## src/logic/pdc_pkg.sv

```systemverilog
package pdc_pkg;

  //////////////////////////////////////////////////////////////////////////////
  // Timing.
  localparam int unsigned CLK_KHZ        = 25000;
  localparam int unsigned WD_FOW_US      = 3200;
  localparam int unsigned WD_FOW_CYC     = WD_FOW_US * CLK_KHZ / 1000;
  localparam int unsigned WD_RST_US      = 400;
  localparam int unsigned WD_RST_CYC     = WD_RST_US * CLK_KHZ / 1000;
  localparam int          WD_CW          = 17;
  localparam int          DT_W           = 4;

  //////////////////////////////////////////////////////////////////////////////
  // Register offsets.
  localparam logic [7:0]  ADDR_CTRL      = 8'h00;
  localparam logic [7:0]  ADDR_DEAD      = 8'h04;
  localparam logic [7:0]  ADDR_STAT      = 8'h08;
  localparam logic [7:0]  ADDR_WDOG      = 8'h0C;

  // Control word (config_word_zero) fields.
  localparam int          CB_GATE_LVL    = 0;
  localparam int          CB_HOST_5V     = 1;
  localparam int          CB_MODE3       = 2;
  localparam int          CB_WD_EN       = 3;
  localparam int          CB_SLO_PROT    = 4;
  localparam int          CB_SHI_PROT    = 5;
  localparam int          CB_BHI_HIZ     = 6;
  localparam logic [7:0]  CTRL_RST       = 8'h00;

  // Dead-time register fields; the upper OTP byte carries the minimum.
  localparam int          DB_MIN_LSB     = 0;
  localparam int          DB_DYN_LSB     = 8;
  localparam int          OTP_DT_LSB     = 8;
  localparam logic [3:0]  DT_RST         = 4'h0;

  // Status fields.
  localparam int          SB_STATE_LSB   = 0;
  localparam int          SB_SLO         = 4;
  localparam int          SB_SHI         = 5;
  localparam int          SB_BHI         = 6;
  localparam int          SB_GUV         = 7;
  localparam int          SB_WDERR       = 8;
  localparam int          SB_HRST        = 9;
  localparam int          SB_FAULT       = 10;

  //////////////////////////////////////////////////////////////////////////////
  // Synchroniser bit positions.
  localparam int          SY_WAKE        = 0;
  localparam int          SY_EN          = 1;
  localparam int          SY_HS          = 2;
  localparam int          SY_LS          = 5;
  localparam int          SY_POR         = 8;
  localparam int          SY_VCC         = 9;
  localparam int          SY_GUV         = 10;
  localparam int          SY_SLO         = 11;
  localparam int          SY_SHI         = 12;
  localparam int          SY_BHI         = 13;
  localparam int          SY_PWM         = 14;
  localparam int          NSYNC          = 15;

  typedef enum logic [2:0] {
    ST_SLEEP = 3'h0,
    ST_POR   = 3'h1,
    ST_CFG   = 3'h3,
    ST_HOST  = 3'h2,
    ST_STBY  = 3'h6,
    ST_NORM  = 3'h7
  } pdc_state_t;

endpackage

```

## src/logic/pdc_phase.sv

```systemverilog
`timescale 1ns/1ps

// One half-bridge: command decode, shoot-through blocking and dead time.
module pdc_phase (
  input  wire logic       clock,
  input  wire logic       arst_n,
  input  wire logic       drive_en,
  input  wire logic       mode3,
  input  wire logic       hs_cmd,
  input  wire logic       ls_cmd,
  input  wire logic [3:0] dt_min,
  input  wire logic [3:0] dt_dyn,
  output logic            gate_hi,
  output logic            gate_lo
);

  typedef struct packed {
    logic                      hi;
    logic                      lo;
    logic [pdc_pkg::DT_W-1:0]  cnt;
  } pdc_phase_t;

  pdc_phase_t q;
  pdc_phase_t n;
  logic       want_hi;
  logic       want_lo;
  logic [3:0] dt;

  always_comb
  begin
    n       = q;
    want_hi = hs_cmd & ls_cmd;
    if (mode3)
      want_lo = ls_cmd & ~hs_cmd;
    else
      want_lo = ~hs_cmd & ~ls_cmd;
    if (!drive_en)
    begin
      want_hi = 1'b0;
      want_lo = 1'b0;
    end
    // The larger of the dynamic and minimum values is taken at the start of each dead-time interval.
    dt = (dt_dyn > dt_min) ? dt_dyn : dt_min;
    if (q.cnt != '0)
      n.cnt = q.cnt - 4'h1;
    if (q.hi && !want_hi)
    begin
      n.hi  = 1'b0;
      n.cnt = dt;
    end
    else if (!q.hi && want_hi && !q.lo && q.cnt == '0)
      n.hi = 1'b1;
    if (q.lo && !want_lo)
    begin
      n.lo  = 1'b0;
      n.cnt = dt;
    end
    else if (!q.lo && want_lo && !q.hi && q.cnt == '0)
      n.lo = 1'b1;
  end

  always_ff @(posedge clock or negedge arst_n)
  begin
    if (!arst_n)
      q <= '0;
    else
      q <= n;
  end

  assign gate_hi = q.hi;
  assign gate_lo = q.lo;

endmodule

```

## src/logic/pdc_top.sv

```systemverilog
// The implementer's own choices: the address map and the APB interface to the registers.
`timescale 1ns/1ps

module pdc_top #(
  parameter int unsigned WD_FOW_CYCLES = pdc_pkg::WD_FOW_CYC,
  parameter int unsigned WD_RST_CYCLES = pdc_pkg::WD_RST_CYC
) (
  input  wire logic        clock,
  input  wire logic        arst_n,
  input  wire logic        psel,
  input  wire logic        penable,
  input  wire logic        pwrite,
  input  wire logic [7:0]  paddr,
  input  wire logic [31:0] pwdata,
  output logic [31:0]      prdata,
  output logic             pready,
  output logic             pslverr,
  input  wire logic        wake_in,
  input  wire logic        drive_enable_in,
  input  wire logic [2:0]  high_side_cmd_in,
  input  wire logic [2:0]  low_side_cmd_in,
  input  wire logic        core_regulator_sense,
  input  wire logic        host_supply_ok_in,
  input  wire logic        gate_supply_low_in,
  input  wire logic        supply_low_in,
  input  wire logic        supply_high_in,
  input  wire logic        bridge_supply_high_in,
  input  wire logic        high_voltage_pwm_in,
  input  wire logic [15:0] otp_cfg_in,
  output logic             core_regulator_out,
  output logic             osc_en_out,
  output logic             host_supply_en_out,
  output logic             gate_supply_rail,
  output logic             serial_port_en_out,
  output logic             host_supply_volt_select,
  output logic             gate_supply_level_select,
  output logic             host_reset_out,
  output logic             host_reset_oe_n,
  output logic             fault_indicator_out,
  output logic             fault_indicator_oe_n,
  output logic [2:0]       upper_gate_out,
  output logic [2:0]       lower_gate_out,
  output logic             gates_hiz_out,
  output logic             pwm_level_out
);

  typedef struct packed {
    logic [pdc_pkg::NSYNC-1:0]  s1;
    logic [pdc_pkg::NSYNC-1:0]  s2;
    pdc_pkg::pdc_state_t        st;
    logic [7:0]                 ctrl;
    logic [3:0]                 dt_min;
    logic [3:0]                 dt_dyn;
    logic [pdc_pkg::WD_CW-1:0]  wd_cnt;
    logic                       wd_rst;
    logic                       wd_err;
    logic                       hrst_drv;
    logic                       fault_drv;
    logic                       hiz;
    logic                       pwm;
    logic [31:0]                rdata;
    logic                       err;
  } pdc_top_t;

  pdc_top_t q;
  pdc_top_t n;

  logic [pdc_pkg::NSYNC-1:0] raw;
  logic                      wake_s;
  logic                      en_s;
  logic                      awake;
  logic                      bus_ok;
  logic                      setup;
  logic                      wr;
  logic                      rd;
  logic                      mapped;
  logic                      drive_ok;
  logic                      slo_hit;
  logic                      shi_hit;
  logic                      bhi_hit;
  logic                      guv;
  logic [31:0]               stat;

  //////////////////////////////////////////////////////////////////////////////
  // Every status and command pin and comparator is asynchronous to the clock and is read only
  // after the second flip-flop; the APB bus and the OTP word are used directly.
  assign raw = {high_voltage_pwm_in, bridge_supply_high_in, supply_high_in, supply_low_in,
                gate_supply_low_in, host_supply_ok_in, core_regulator_sense,
                low_side_cmd_in, high_side_cmd_in, drive_enable_in, wake_in};

  assign wake_s  = q.s2[pdc_pkg::SY_WAKE];
  assign en_s    = q.s2[pdc_pkg::SY_EN];
  assign awake   = (q.st == pdc_pkg::ST_STBY) || (q.st == pdc_pkg::ST_NORM);
  assign bus_ok  = awake;
  assign setup   = psel & ~penable;
  assign wr      = psel & penable & pwrite & ~q.err;
  assign rd      = psel & penable & ~pwrite & ~q.err;
  assign mapped  = (paddr == pdc_pkg::ADDR_CTRL) || (paddr == pdc_pkg::ADDR_DEAD) ||
                   (paddr == pdc_pkg::ADDR_STAT) || (paddr == pdc_pkg::ADDR_WDOG);
  assign guv     = q.s2[pdc_pkg::SY_GUV];
  assign slo_hit = q.s2[pdc_pkg::SY_SLO] & q.ctrl[pdc_pkg::CB_SLO_PROT];
  assign shi_hit = q.s2[pdc_pkg::SY_SHI] & q.ctrl[pdc_pkg::CB_SHI_PROT];
  assign bhi_hit = q.s2[pdc_pkg::SY_BHI] & q.ctrl[pdc_pkg::CB_BHI_HIZ];
  // Protection pulls the gates low; it never leaves a phase half driven.
  // Freewheeling must also drop the phase logic, or a gate would come
  // back on the moment the high-impedance state ends.
  assign drive_ok = (q.st == pdc_pkg::ST_NORM) & ~slo_hit & ~shi_hit &
                    ~bhi_hit;

  // Only the watchdog error is sticky; the rest show the live state, sync outputs and pin drives.
  always_comb
  begin
    stat = '0;
    stat[pdc_pkg::SB_STATE_LSB +: 3] = q.st;
    stat[pdc_pkg::SB_SLO]            = q.s2[pdc_pkg::SY_SLO];
    stat[pdc_pkg::SB_SHI]            = q.s2[pdc_pkg::SY_SHI];
    stat[pdc_pkg::SB_BHI]            = q.s2[pdc_pkg::SY_BHI];
    stat[pdc_pkg::SB_GUV]            = guv;
    stat[pdc_pkg::SB_WDERR]          = q.wd_err;
    stat[pdc_pkg::SB_HRST]           = q.hrst_drv;
    stat[pdc_pkg::SB_FAULT]          = q.fault_drv;
  end

  //////////////////////////////////////////////////////////////////////////////
  // Next-state logic.
  always_comb
  begin
    n    = q;
    n.s1 = raw;
    n.s2 = q.s1;
    // A third flop makes the level echo a clean register output.
    n.pwm = q.s2[pdc_pkg::SY_PWM];

    unique case (q.st)
      pdc_pkg::ST_SLEEP:
      begin
        if (wake_s)
          n.st = pdc_pkg::ST_POR;
      end
      pdc_pkg::ST_POR:
      begin
        // Wake dropping before the core is good aborts the start-up.
        if (!wake_s)
          n.st = pdc_pkg::ST_SLEEP;
        else if (q.s2[pdc_pkg::SY_POR])
          n.st = pdc_pkg::ST_CFG;
      end
      pdc_pkg::ST_CFG:
      begin
        // One cycle of load: the configuration word must be steady by now.
        n.ctrl   = otp_cfg_in[7:0];
        n.dt_min = otp_cfg_in[pdc_pkg::OTP_DT_LSB +: 4];
        n.st     = pdc_pkg::ST_HOST;
      end
      pdc_pkg::ST_HOST:
      begin
        // The host reset is held here until the host supply is good.
        if (!wake_s)
          n.st = pdc_pkg::ST_SLEEP;
        else if (q.s2[pdc_pkg::SY_VCC])
          n.st = pdc_pkg::ST_STBY;
      end
      pdc_pkg::ST_STBY:
      begin
        // Enable is looked at first, so it wins over a falling wake line.
        if (en_s)
          n.st = pdc_pkg::ST_NORM;
        else if (!wake_s)
          n.st = pdc_pkg::ST_SLEEP;
      end
      pdc_pkg::ST_NORM:
      begin
        // A low wake line is not looked at here, so it waits for enable low.
        if (!en_s)
          n.st = pdc_pkg::ST_STBY;
      end
      // Codes four and five are unused; a flipped bit recovers via Sleep.
      default:
        n.st = pdc_pkg::ST_SLEEP;
    endcase

    // Sleep holds the configuration in its reset state.
    if (q.st == pdc_pkg::ST_SLEEP)
    begin
      n.ctrl   = pdc_pkg::CTRL_RST;
      n.dt_min = pdc_pkg::DT_RST;
      n.dt_dyn = pdc_pkg::DT_RST;
    end

    // Register bus: the answer is prepared in the setup cycle.
    if (setup)
    begin
      n.err = ~bus_ok | ~mapped;
      unique case (paddr)
        pdc_pkg::ADDR_CTRL: n.rdata = {24'h000000, q.ctrl};
        pdc_pkg::ADDR_DEAD: n.rdata = {20'h00000, q.dt_dyn, 4'h0, q.dt_min};
        pdc_pkg::ADDR_STAT: n.rdata = stat;
        default:            n.rdata = 32'h00000000;
      endcase
      // A refused access reads zero, so no register leaks out while asleep.
      if (n.err)
        n.rdata = 32'h00000000;
    end
    // The error flag taken in setup blocks the access, so a refused write never lands.
    if (wr && paddr == pdc_pkg::ADDR_CTRL)
    begin
      n.ctrl = pwdata[7:0];
      if (q.st == pdc_pkg::ST_NORM)
        n.ctrl[pdc_pkg::CB_MODE3] = q.ctrl[pdc_pkg::CB_MODE3];
    end
    if (wr && paddr == pdc_pkg::ADDR_DEAD)
    begin
      // A running count is left alone; new values apply from the next interval.
      n.dt_min = pwdata[pdc_pkg::DB_MIN_LSB +: 4];
      n.dt_dyn = pwdata[pdc_pkg::DB_DYN_LSB +: 4];
    end
    // The watchdog below sets the error after this clear, so a set wins.
    if (rd && paddr == pdc_pkg::ADDR_STAT)
      n.wd_err = 1'b0;

    // Watchdog: only the first open window is modelled; a service write
    // restarts it, expiry pulses the host reset for a fixed time.
    if (awake && q.ctrl[pdc_pkg::CB_WD_EN])
    begin
      n.wd_cnt = q.wd_cnt + 17'h00001;
      if (q.wd_rst)
      begin
        if (q.wd_cnt == pdc_pkg::WD_CW'(WD_RST_CYCLES - 1))
        begin
          n.wd_rst = 1'b0;
          n.wd_cnt = '0;
        end
      end
      else if (wr && paddr == pdc_pkg::ADDR_WDOG)
        n.wd_cnt = '0;
      else if (q.wd_cnt == pdc_pkg::WD_CW'(WD_FOW_CYCLES - 1))
      begin
        n.wd_rst = 1'b1;
        n.wd_err = 1'b1;
        n.wd_cnt = '0;
      end
    end
    else
    begin
      // Disabling the watchdog also ends a reset pulse that is running.
      n.wd_cnt = '0;
      n.wd_rst = 1'b0;
    end

    // Host reset stays low until the host supply is good, and again on
    // any dip below its threshold or a watchdog expiry.
    n.hrst_drv = ~awake | ~q.s2[pdc_pkg::SY_VCC] | n.wd_rst;

    // Gate undervoltage is masked until Standby is reached.
    n.fault_drv = awake & (guv | q.s2[pdc_pkg::SY_SLO] | q.s2[pdc_pkg::SY_SHI] |
                           q.s2[pdc_pkg::SY_BHI] | q.wd_err);

    // Bridge overvoltage freewheels the motor only if programmed to.
    n.hiz = (n.st == pdc_pkg::ST_SLEEP) | (awake & bhi_hit);
  end

  always_ff @(posedge clock or negedge arst_n)
  begin
    if (!arst_n)
    begin
      // Reset looks like Sleep: host held in reset, gates released.
      q          <= '0;
      q.st       <= pdc_pkg::ST_SLEEP;
      q.ctrl     <= pdc_pkg::CTRL_RST;
      q.hrst_drv <= 1'b1;
      q.hiz      <= 1'b1;
    end
    else
      q <= n;
  end

  //////////////////////////////////////////////////////////////////////////////
  // Three half-bridges share one decode and dead-time module.
  // Each reads the second sync flop, so all three see one sample.
  genvar ph;
  generate
    for (ph = 0; ph < 3; ph++)
    begin : g_phase
      pdc_phase u_phase (
        .clock    (clock),
        .arst_n   (arst_n),
        .drive_en (drive_ok),
        .mode3    (q.ctrl[pdc_pkg::CB_MODE3]),
        .hs_cmd   (q.s2[pdc_pkg::SY_HS + ph]),
        .ls_cmd   (q.s2[pdc_pkg::SY_LS + ph]),
        .dt_min   (q.dt_min),
        .dt_dyn   (q.dt_dyn),
        .gate_hi  (upper_gate_out[ph]),
        .gate_lo  (lower_gate_out[ph])
      );
    end
  endgenerate

  //////////////////////////////////////////////////////////////////////////////
  // Outputs.
  assign prdata  = q.rdata;
  // Every register is a flop, so no access needs a wait state.
  assign pready  = 1'b1;
  assign pslverr = psel & penable & q.err;

  assign core_regulator_out       = wake_s | (q.st != pdc_pkg::ST_SLEEP);
  assign osc_en_out               = (q.st != pdc_pkg::ST_SLEEP) && (q.st != pdc_pkg::ST_POR);
  assign host_supply_en_out       = (q.st == pdc_pkg::ST_HOST) | awake;
  assign gate_supply_rail         = (q.st == pdc_pkg::ST_HOST) | awake;
  assign serial_port_en_out       = bus_ok;
  assign host_supply_volt_select  = q.ctrl[pdc_pkg::CB_HOST_5V];
  assign gate_supply_level_select = q.ctrl[pdc_pkg::CB_GATE_LVL];
  // Both open-drain pins only pull low; the enable carries the level.
  assign host_reset_out           = 1'b0;
  assign host_reset_oe_n          = ~q.hrst_drv;
  assign fault_indicator_out      = 1'b0;
  assign fault_indicator_oe_n     = ~q.fault_drv;
  assign gates_hiz_out            = q.hiz;
  assign pwm_level_out            = q.pwm;

endmodule

```

## config.mk

```make
export PLATFORM = sky130hd
export DESIGN_NAME = pdc_top
export DESIGN_NICKNAME = d
export VERILOG_FILES = /design/src/logic/pdc_pkg.sv /design/src/logic/pdc_phase.sv /design/src/logic/pdc_top.sv
export SDC_FILE = /design/constraint.sdc
export NUM_CORES = 1
export LEC_CHECK = 0
export BUFFER_PORTS_ARGS = -buffer_cell sky130_fd_sc_hd__buf_4
export CAP_MARGIN = 20
export CORE_ASPECT_RATIO = 0.7
export CORE_MARGIN = 3
export CORE_UTILIZATION = 30
export CTS_CLUSTER_DIAMETER = 40
export DETAILED_ROUTE_END_ITERATION = 10
export PLACE_DENSITY = 0.54
export REMOVE_ABC_BUFFERS = 1
export SETUP_SLACK_MARGIN = 0.1
export SLEW_MARGIN = 20
export SYNTH_ARGS = -nofsm -noshare
export SYNTH_HDL_FRONTEND = slang
export SYNTH_SLANG_ARGS = --single-unit
```

## constraint.sdc

```tcl
create_clock -name clock -period 2.3 [get_ports clock]
set_clock_uncertainty 0.2 [all_clocks]
set_input_delay 0.23 -clock clock [delete_from_list [all_inputs] [get_ports clock]]
set_output_delay 0.23 -clock clock [all_outputs]
set_load 0.01 [all_outputs]
```

== After elaboration in Yosys (flattened, before gate mapping) ==
Index checks and enable logic that the tools add are counted.
W data, S select, Z words.

* Eq/ne operators: 12
* Add/sub/neg operators: 4
* Bitwise gates (word level): 51
* $lt $le $gt $ge: 1
* Muxes and demuxes: 56
* Reduce and logical (&&, ||, !) cells: 69
* Shift-type cells: 0
* Div/mod/pow operators: 0
* Multipliers: 0

{| class="wikitable"
|+ Operator list
! operator !! count
|-
| $mux W18 || 3
|-
| $mux W4 || 10
|-
| $pmux W12 S3 || 1
|-
| $mux W32 || 1
|-
| $logic_and A1 B1 Y1 || 30
|-
| $mux W1 || 25
|-
| $and A1 B1 Y1 || 24
|-
| $mux W3 || 8
|-
| $mux W19 || 1
|-
| $pmux W3 S6 || 1
|-
| $reduce_bool A3 Y1 || 6
|-
| $add A17 B1 Y17 const B || 1
|-
| $eq A17 B14 Y1 const B || 1
|-
| $eq A17 B17 Y1 const B || 1
|-
| $mux W17 || 1
|-
| $not A1 Y1 || 17
|-
| $eq A8 B4 Y1 const B || 2
|-
| $mux W16 || 1
|-
| $mux W8 || 2
|-
| $reduce_bool A2 Y1 || 7
|-
| $logic_not A1 Y1 || 12
|-
| $logic_not A4 Y1 || 3
|-
| $mux W12 || 1
|-
| $reduce_bool A4 Y1 || 3
|-
| 14 further kinds || 31
|}

* Output and inout bits: 53
* Memory bits (read-only): 0
* RAM bits: 0
* Register bits: 123
* Latch bits: 0
* Memories: 0

== Longest topological paths before layout ==
* Depth after elaboration: 11
* Gate-level depth with buffers: 7
* Mapped depth without buffers: 7

== Hierarchy ==
From an unflattened synthesis, not the netlist that was laid out.

* Cell total of the unflattened synthesis: 529
* Area, all modules: 5554.1 um^2

{| class="wikitable"
|+ Modules (own cells, without submodules)
! module !! instances !! seq. area each (um^2) !! cells an instance !! area each (um^2)
|-
| pdc_top || 1 || 2129.5 || 370 || 3947.5
|-
| pdc_phase || 3 || 150.1 || 53 || 535.5
|}

== Worst setup path before layout ==
No wires, ideal clock.

* Path kind: register to register
* From: register q[58] (netlist name)
* To: register g_phase[0].u_phase.q[0] (netlist name)
* Setup slack: 387 ps
* Setup time: 131 ps
* Period minus slack after synthesis: 1913 ps
* Stages on the path, launching flop included: 7
* Arrival: 1582 ps
* Path through: dfrtp_1 ha_1 a21oi_1 nor2b_1 o32a_1 mux2i_1 mux2i_1

* Word-level cells in the longest chain between the ends: 4

{| class="wikitable"
|+ RTL lines
! item !! line !! RTL
|-
| start: declaration || pdc_top.sv:65 || <nowiki>pdc_top_t q;</nowiki>
|-
| start signal: assignment || pdc_top.sv:274 || <nowiki>q <= n;</nowiki>
|-
| $gt A4 B4 Y1 * || pdc_phase.sv:43 || <nowiki>dt = (dt_dyn > dt_min) ? dt_dyn : dt_min;</nowiki>
|-
| $mux W4 * || pdc_phase.sv:43 ||
|-
| $mux W4 || pdc_phase.sv:46 || <nowiki>if (q.hi && !want_hi)</nowiki>
|-
| $mux W4 * || pdc_phase.sv:53 || <nowiki>if (q.lo && !want_lo)</nowiki>
|-
| end signal: assignment || pdc_phase.sv:67 || <nowiki>q <= n;</nowiki>
|-
| end: declaration || pdc_phase.sv:23 || <nowiki>pdc_phase_t q;</nowiki>
|}

Mark *: on every way between the ends. The rest lies on a longest branch, timed or not.
A chain may end at the register's enable or synchronous reset.

== Worst setup path after layout ==
* From: register q[74] (netlist name)
* To: output core_regulator_out

* Word-level cells in the longest chain between the ends: 2

{| class="wikitable"
|+ RTL lines
! item !! line !! RTL
|-
| $reduce_bool A3 Y1 || pdc_top.sv:306 || <nowiki>assign core_regulator_out = wake_s | (q.st != pdc_pkg::ST_SLEEP);</nowiki>
|-
| $or A1 B1 Y1 || pdc_top.sv:306 ||
|-
| end: declaration || pdc_top.sv:30 || <nowiki>output logic core_regulator_out,</nowiki>
|}

Every way passes these cells.

==> impl_metrics.tcl <==
set metrics [dict create \
    outcome "finished, final reports clean" \
    drv_cap 0 \
    p_per_area_nw_per_um2 832 \
    whs_path_depth 3 \
    routed_wl_mm 12.4 \
    critPathMaxStageDelay_ns 0.42 \
    hold_viol 0 \
    grtUsageTotal_pct 13.7 \
    area_growth_syn_to_layout_pct 27.2 \
    rows 38 \
    post-route-period-util_pct 93.0 \
    rsz0062_at_grt "no" \
    placed_cell_area_um2 5740 \
    vias_per_cell 4.58 \
    first_iter_violations 192 \
    first_pass_iters 6 \
    layout-drive-gt1-share_pct 24.8 \
    pwr-share-seq_pct 42.1 \
    worstHoldStart "otp_cfg_in[9]" \
    yosysWarningCount 0 \
    relSlewSlack_pct 60.8 \
    fillCellCount 1546 \
    dieHeight_um 114 \
    io_pins 129 \
    core_um2 15900 \
    final.setup.tns_ns 0 \
    hp-class "input pin to flop" \
    critPathLaunchType "flop" \
    power.switching_mw 1.68 \
    multi_input_comb_area_um2 2100 \
    ys_seq_area_share_pct 51.4 \
    vias 3687 \
    cts_htree_levels 3 \
    grt-ovfl-total 0 \
    sw_frac_of_total_pct 31.7 \
    total_leakage_power_nw 2.96 \
    seqCellArea_um2 2580 \
    r2r_end "g_phase[1].u_phase.q[3]" \
    grt_pass1_wl_mm 19.9 \
    grt_pass1_vias 3740 \
    clkPwrFrac_pct 28.7 \
    cpMaxStageDelayCell "or3_4" \
    dieWidth_um 161 \
    p_int_mw 3.62 \
    synth_cell_types 49 \
    critPathKind "flop to output port" \
    synth_edf_count 0 \
    arrival_ns 1.71 \
    globalplace.congestion 0.835 \
    synth.avg_cell_area_um2 10.5 \
    ctsRootBufferMaster "clkbuf_16" \
    r2r-start "q[58]" \
    syn_inst 476 \
    design_area_um2 6380 \
    wire_per_inst_um 15.4 \
    crit_required_ns 1.87 \
    r2r_cells 7 \
    grt_max_degree 39 \
    clock_path_buffers 2 \
    path_cells "buf_4 > or3_4 > or2_4 > buf_4" \
    fin_crit_ns 2.14 \
    rrSetupSlack_ns 0.21 \
    hpwl_mm 9.39 \
    antenna_found_initial 0 \
    cp_common_cell "buf_4" \
    whs_endpoint "q[61]" \
    ys_ff_latch 103 \
    dieArea_um2 18300 \
    critPathCaptureType "output port" \
    cts_buffers 9 \
    setup_viol 0 \
    fin_nets 664 \
    max_freq_ghz 0.467 \
    synth_top_flop_cell "dfrtp_1" \
    route.detailed.drc 0 \
    syn-cell-area_um2 5020 \
    cts_tree "yes" \
    port_buffers 81 \
    path_max_fanout 5 \
    clk_pin_slew_ns 0.07 \
    ys_async_sr_fraction_pct 100 \
    combPwrFrac_pct 29.2 \
    peakVddDrop_uv 428 \
    tightest_slew_ns 0.587 \
    finalMaxSlewViolations 0 \
    diodes 0 \
    ant_nets 0 \
    cts.sinks 103 \
    initial_core_util_pct 31.5 \
    clk-insertion-delay-late_ns 0.35 \
]
[cell usage after synthesis, types with 2 or more instances]
cell type	count	area share (%)
xnor2_1	10	1.7
buf_2	5	0.50
nand3_1	14	1.4
o21ai_0	18	1.8
or2_2	2	0.25
xor2_1	11	1.9
nor4_1	3	0.37
mux2i_1	33	6.6
nand2_1	39	2.9
and3_1	5	0.62
a22oi_1	6	0.90
or3_4	4	0.90
nor3_1	7	0.70
dfstp_2	2	1.0
a22oi_4	3	1.3
nor2_1	47	3.5
dfrtp_1	101	50
o31ai_1	8	1.2
nor3b_1	3	0.45
or3_1	5	0.62
inv_1	23	1.7
nand2b_1	5	0.62
nor2b_1	8	1.0
buf_4	43	6.4
a21oi_1	28	2.8
nand4_2	2	0.50
nand4_1	3	0.37
conb_1	2	0.15
and4_1	3	0.52
ha_1	8	2.0
clkbuf_1	3	0.22
mux2_4	5	1.5
[placed cells by master (no fill, tap or decap), types with 3 or more instances in the layout]
master	Yosys	routed
mux2_4	5	5
o31ai_1	8	8
nand2b_1	5	5
clkbuf_16	0	9
nor2b_1	8	8
nand4_1	3	3
mux2i_2	0	4
dfrtp_1	101	100
o21ai_0	18	18
nor2_1	47	47
and4_1	3	3
a22oi_4	3	3
a21oi_1	28	27
dlygate4sd3_1	0	28
inv_1	23	23
ha_1	8	8
xnor2_1	10	10
buf_4	43	95
or3_1	5	4
nor4_1	3	3
clkinv_4	0	3
mux2i_1	33	29
and3_1	5	5
conb_1	2	23
or3_4	4	5
nor3b_1	3	3
a22oi_1	6	6
nand3_1	14	14
nand2_1	39	39
xor2_1	11	11
nor3_1	7	7
[cells by family (layout without fill, tap and decap cells)]
logic type,after synthesis,after routing,share of synthesized area (%)
AND/OR/NAND/NOR,160,160,16.8
flip-flops,103,103,51.4
buffers and inverters,76,164,9.18
AO/OA/AOI/OAI,68,68,8.71
multiplexers,38,38,8.08
XOR/XNOR,21,21,3.67
adder cells (fa/ha/maj),8,8,2.00
other,2,23,0.150
[critical path: cells and delay by family, from the launching register on]
kind                   cells  cell delay [ns]
and+or+nand+nor            2             0.67
DFF                        1             0.40
buffers and inverters      2             0.30
[power by group through the flow]
stage | sequential (mW) | combinational [mW] | clock [mW]
global route | 2.27 | 1.72 | 1.64
finish | 2.23 | 1.55 | 1.52
floorplan | 2.22 | 0.900 | 0
global placement | 2.25 | 1.38 | 0
CTS | 2.23 | 1.51 | 1.57
detailed placement | 2.26 | 1.45 | 0
[how the worst max path moves through the flow]
stage	start	end	slack (ns)	cells after the start
final	q[74]	core_regulator_out	0.16	4
after global routing	q[62]	g_phase[1].u_phase.q[3]	0.09	8
after CTS	q[58]	g_phase[2].u_phase.q[2]	0.11	6
after detailed placement	q[58]	g_phase[2].u_phase.q[2]	0.14	6
after global placement	q[62]	g_phase[2].u_phase.q[2]	0.13	7
after floorplan	q[0]	q[66]	0.37	5
[area by class of cell]
type | instances | share of cell area (%)
clock buffer | 11 | 3.96
clock inverter | 5 | 0.765
inverter | 23 | 1.35
multi-input combinational | 318 | 32.9
sequential | 103 | 40.5
tap | 220 | 4.32
timing repair buffer | 125 | 16.2
[routing by layer]
metal  wire [um]  track usage, %  vias to the layer above  share of wire [%]
met3         618            2.86                       12                5.0
met2        5470            21.2                      116                 44
met1        6130            19.8                     1794                 50
met5           0               0                        -                  0
li1            -               -                     1765                  -
met4         146            3.35                        0                1.2
[state kept, by name (all words and copies together), names as in the netlist]
register / cells
n: 16
g_phase.u_phase.gate_hi: 3
en_s: 1
pwm_level_out: 1
g_phase.u_phase.gate_lo: 3
guv: 1
q: 51
host_supply_volt_select: 1
gates_hiz_out: 1
gate_supply_level_select: 1
prdata: 12
g_phase.u_phase.q: 12
[metrics by stage]
| stage | std cells | hold WS [ns] | power, mW | utilization [%] | worst slack [ns] |
|---|---|---|---|---|---|
| final | 805 | 0.0177 | 5.31 | 40.0 | 0.161 |
| after global routing | 805 | 0.0181 | 5.64 | 40.0 | 0.0919 |
| after CTS | 805 | 0.00457 | 5.31 | 39.8 | 0.111 |
| after detailed placement | 760 | 0.0575 | 3.71 | 36.0 | 0.138 |
| after global placement | 760 | 0.0450 | 3.63 | 36.0 | 0.134 |
| after floorplan | 444 | -0.266 | 3.12 | - | 0.367 |
[what timing repair did]
item | CTS | global route
cloned | 0 | 0
gates resized for setup | 2 | 9
hold endpoints to repair | 64 | 0
hold buffers | 28 | 0
setup endpoints to repair | 1 | 13
setup buffers | 1 | 0
pin swaps | 0 | 0
(Power assumes the default switching activity.)
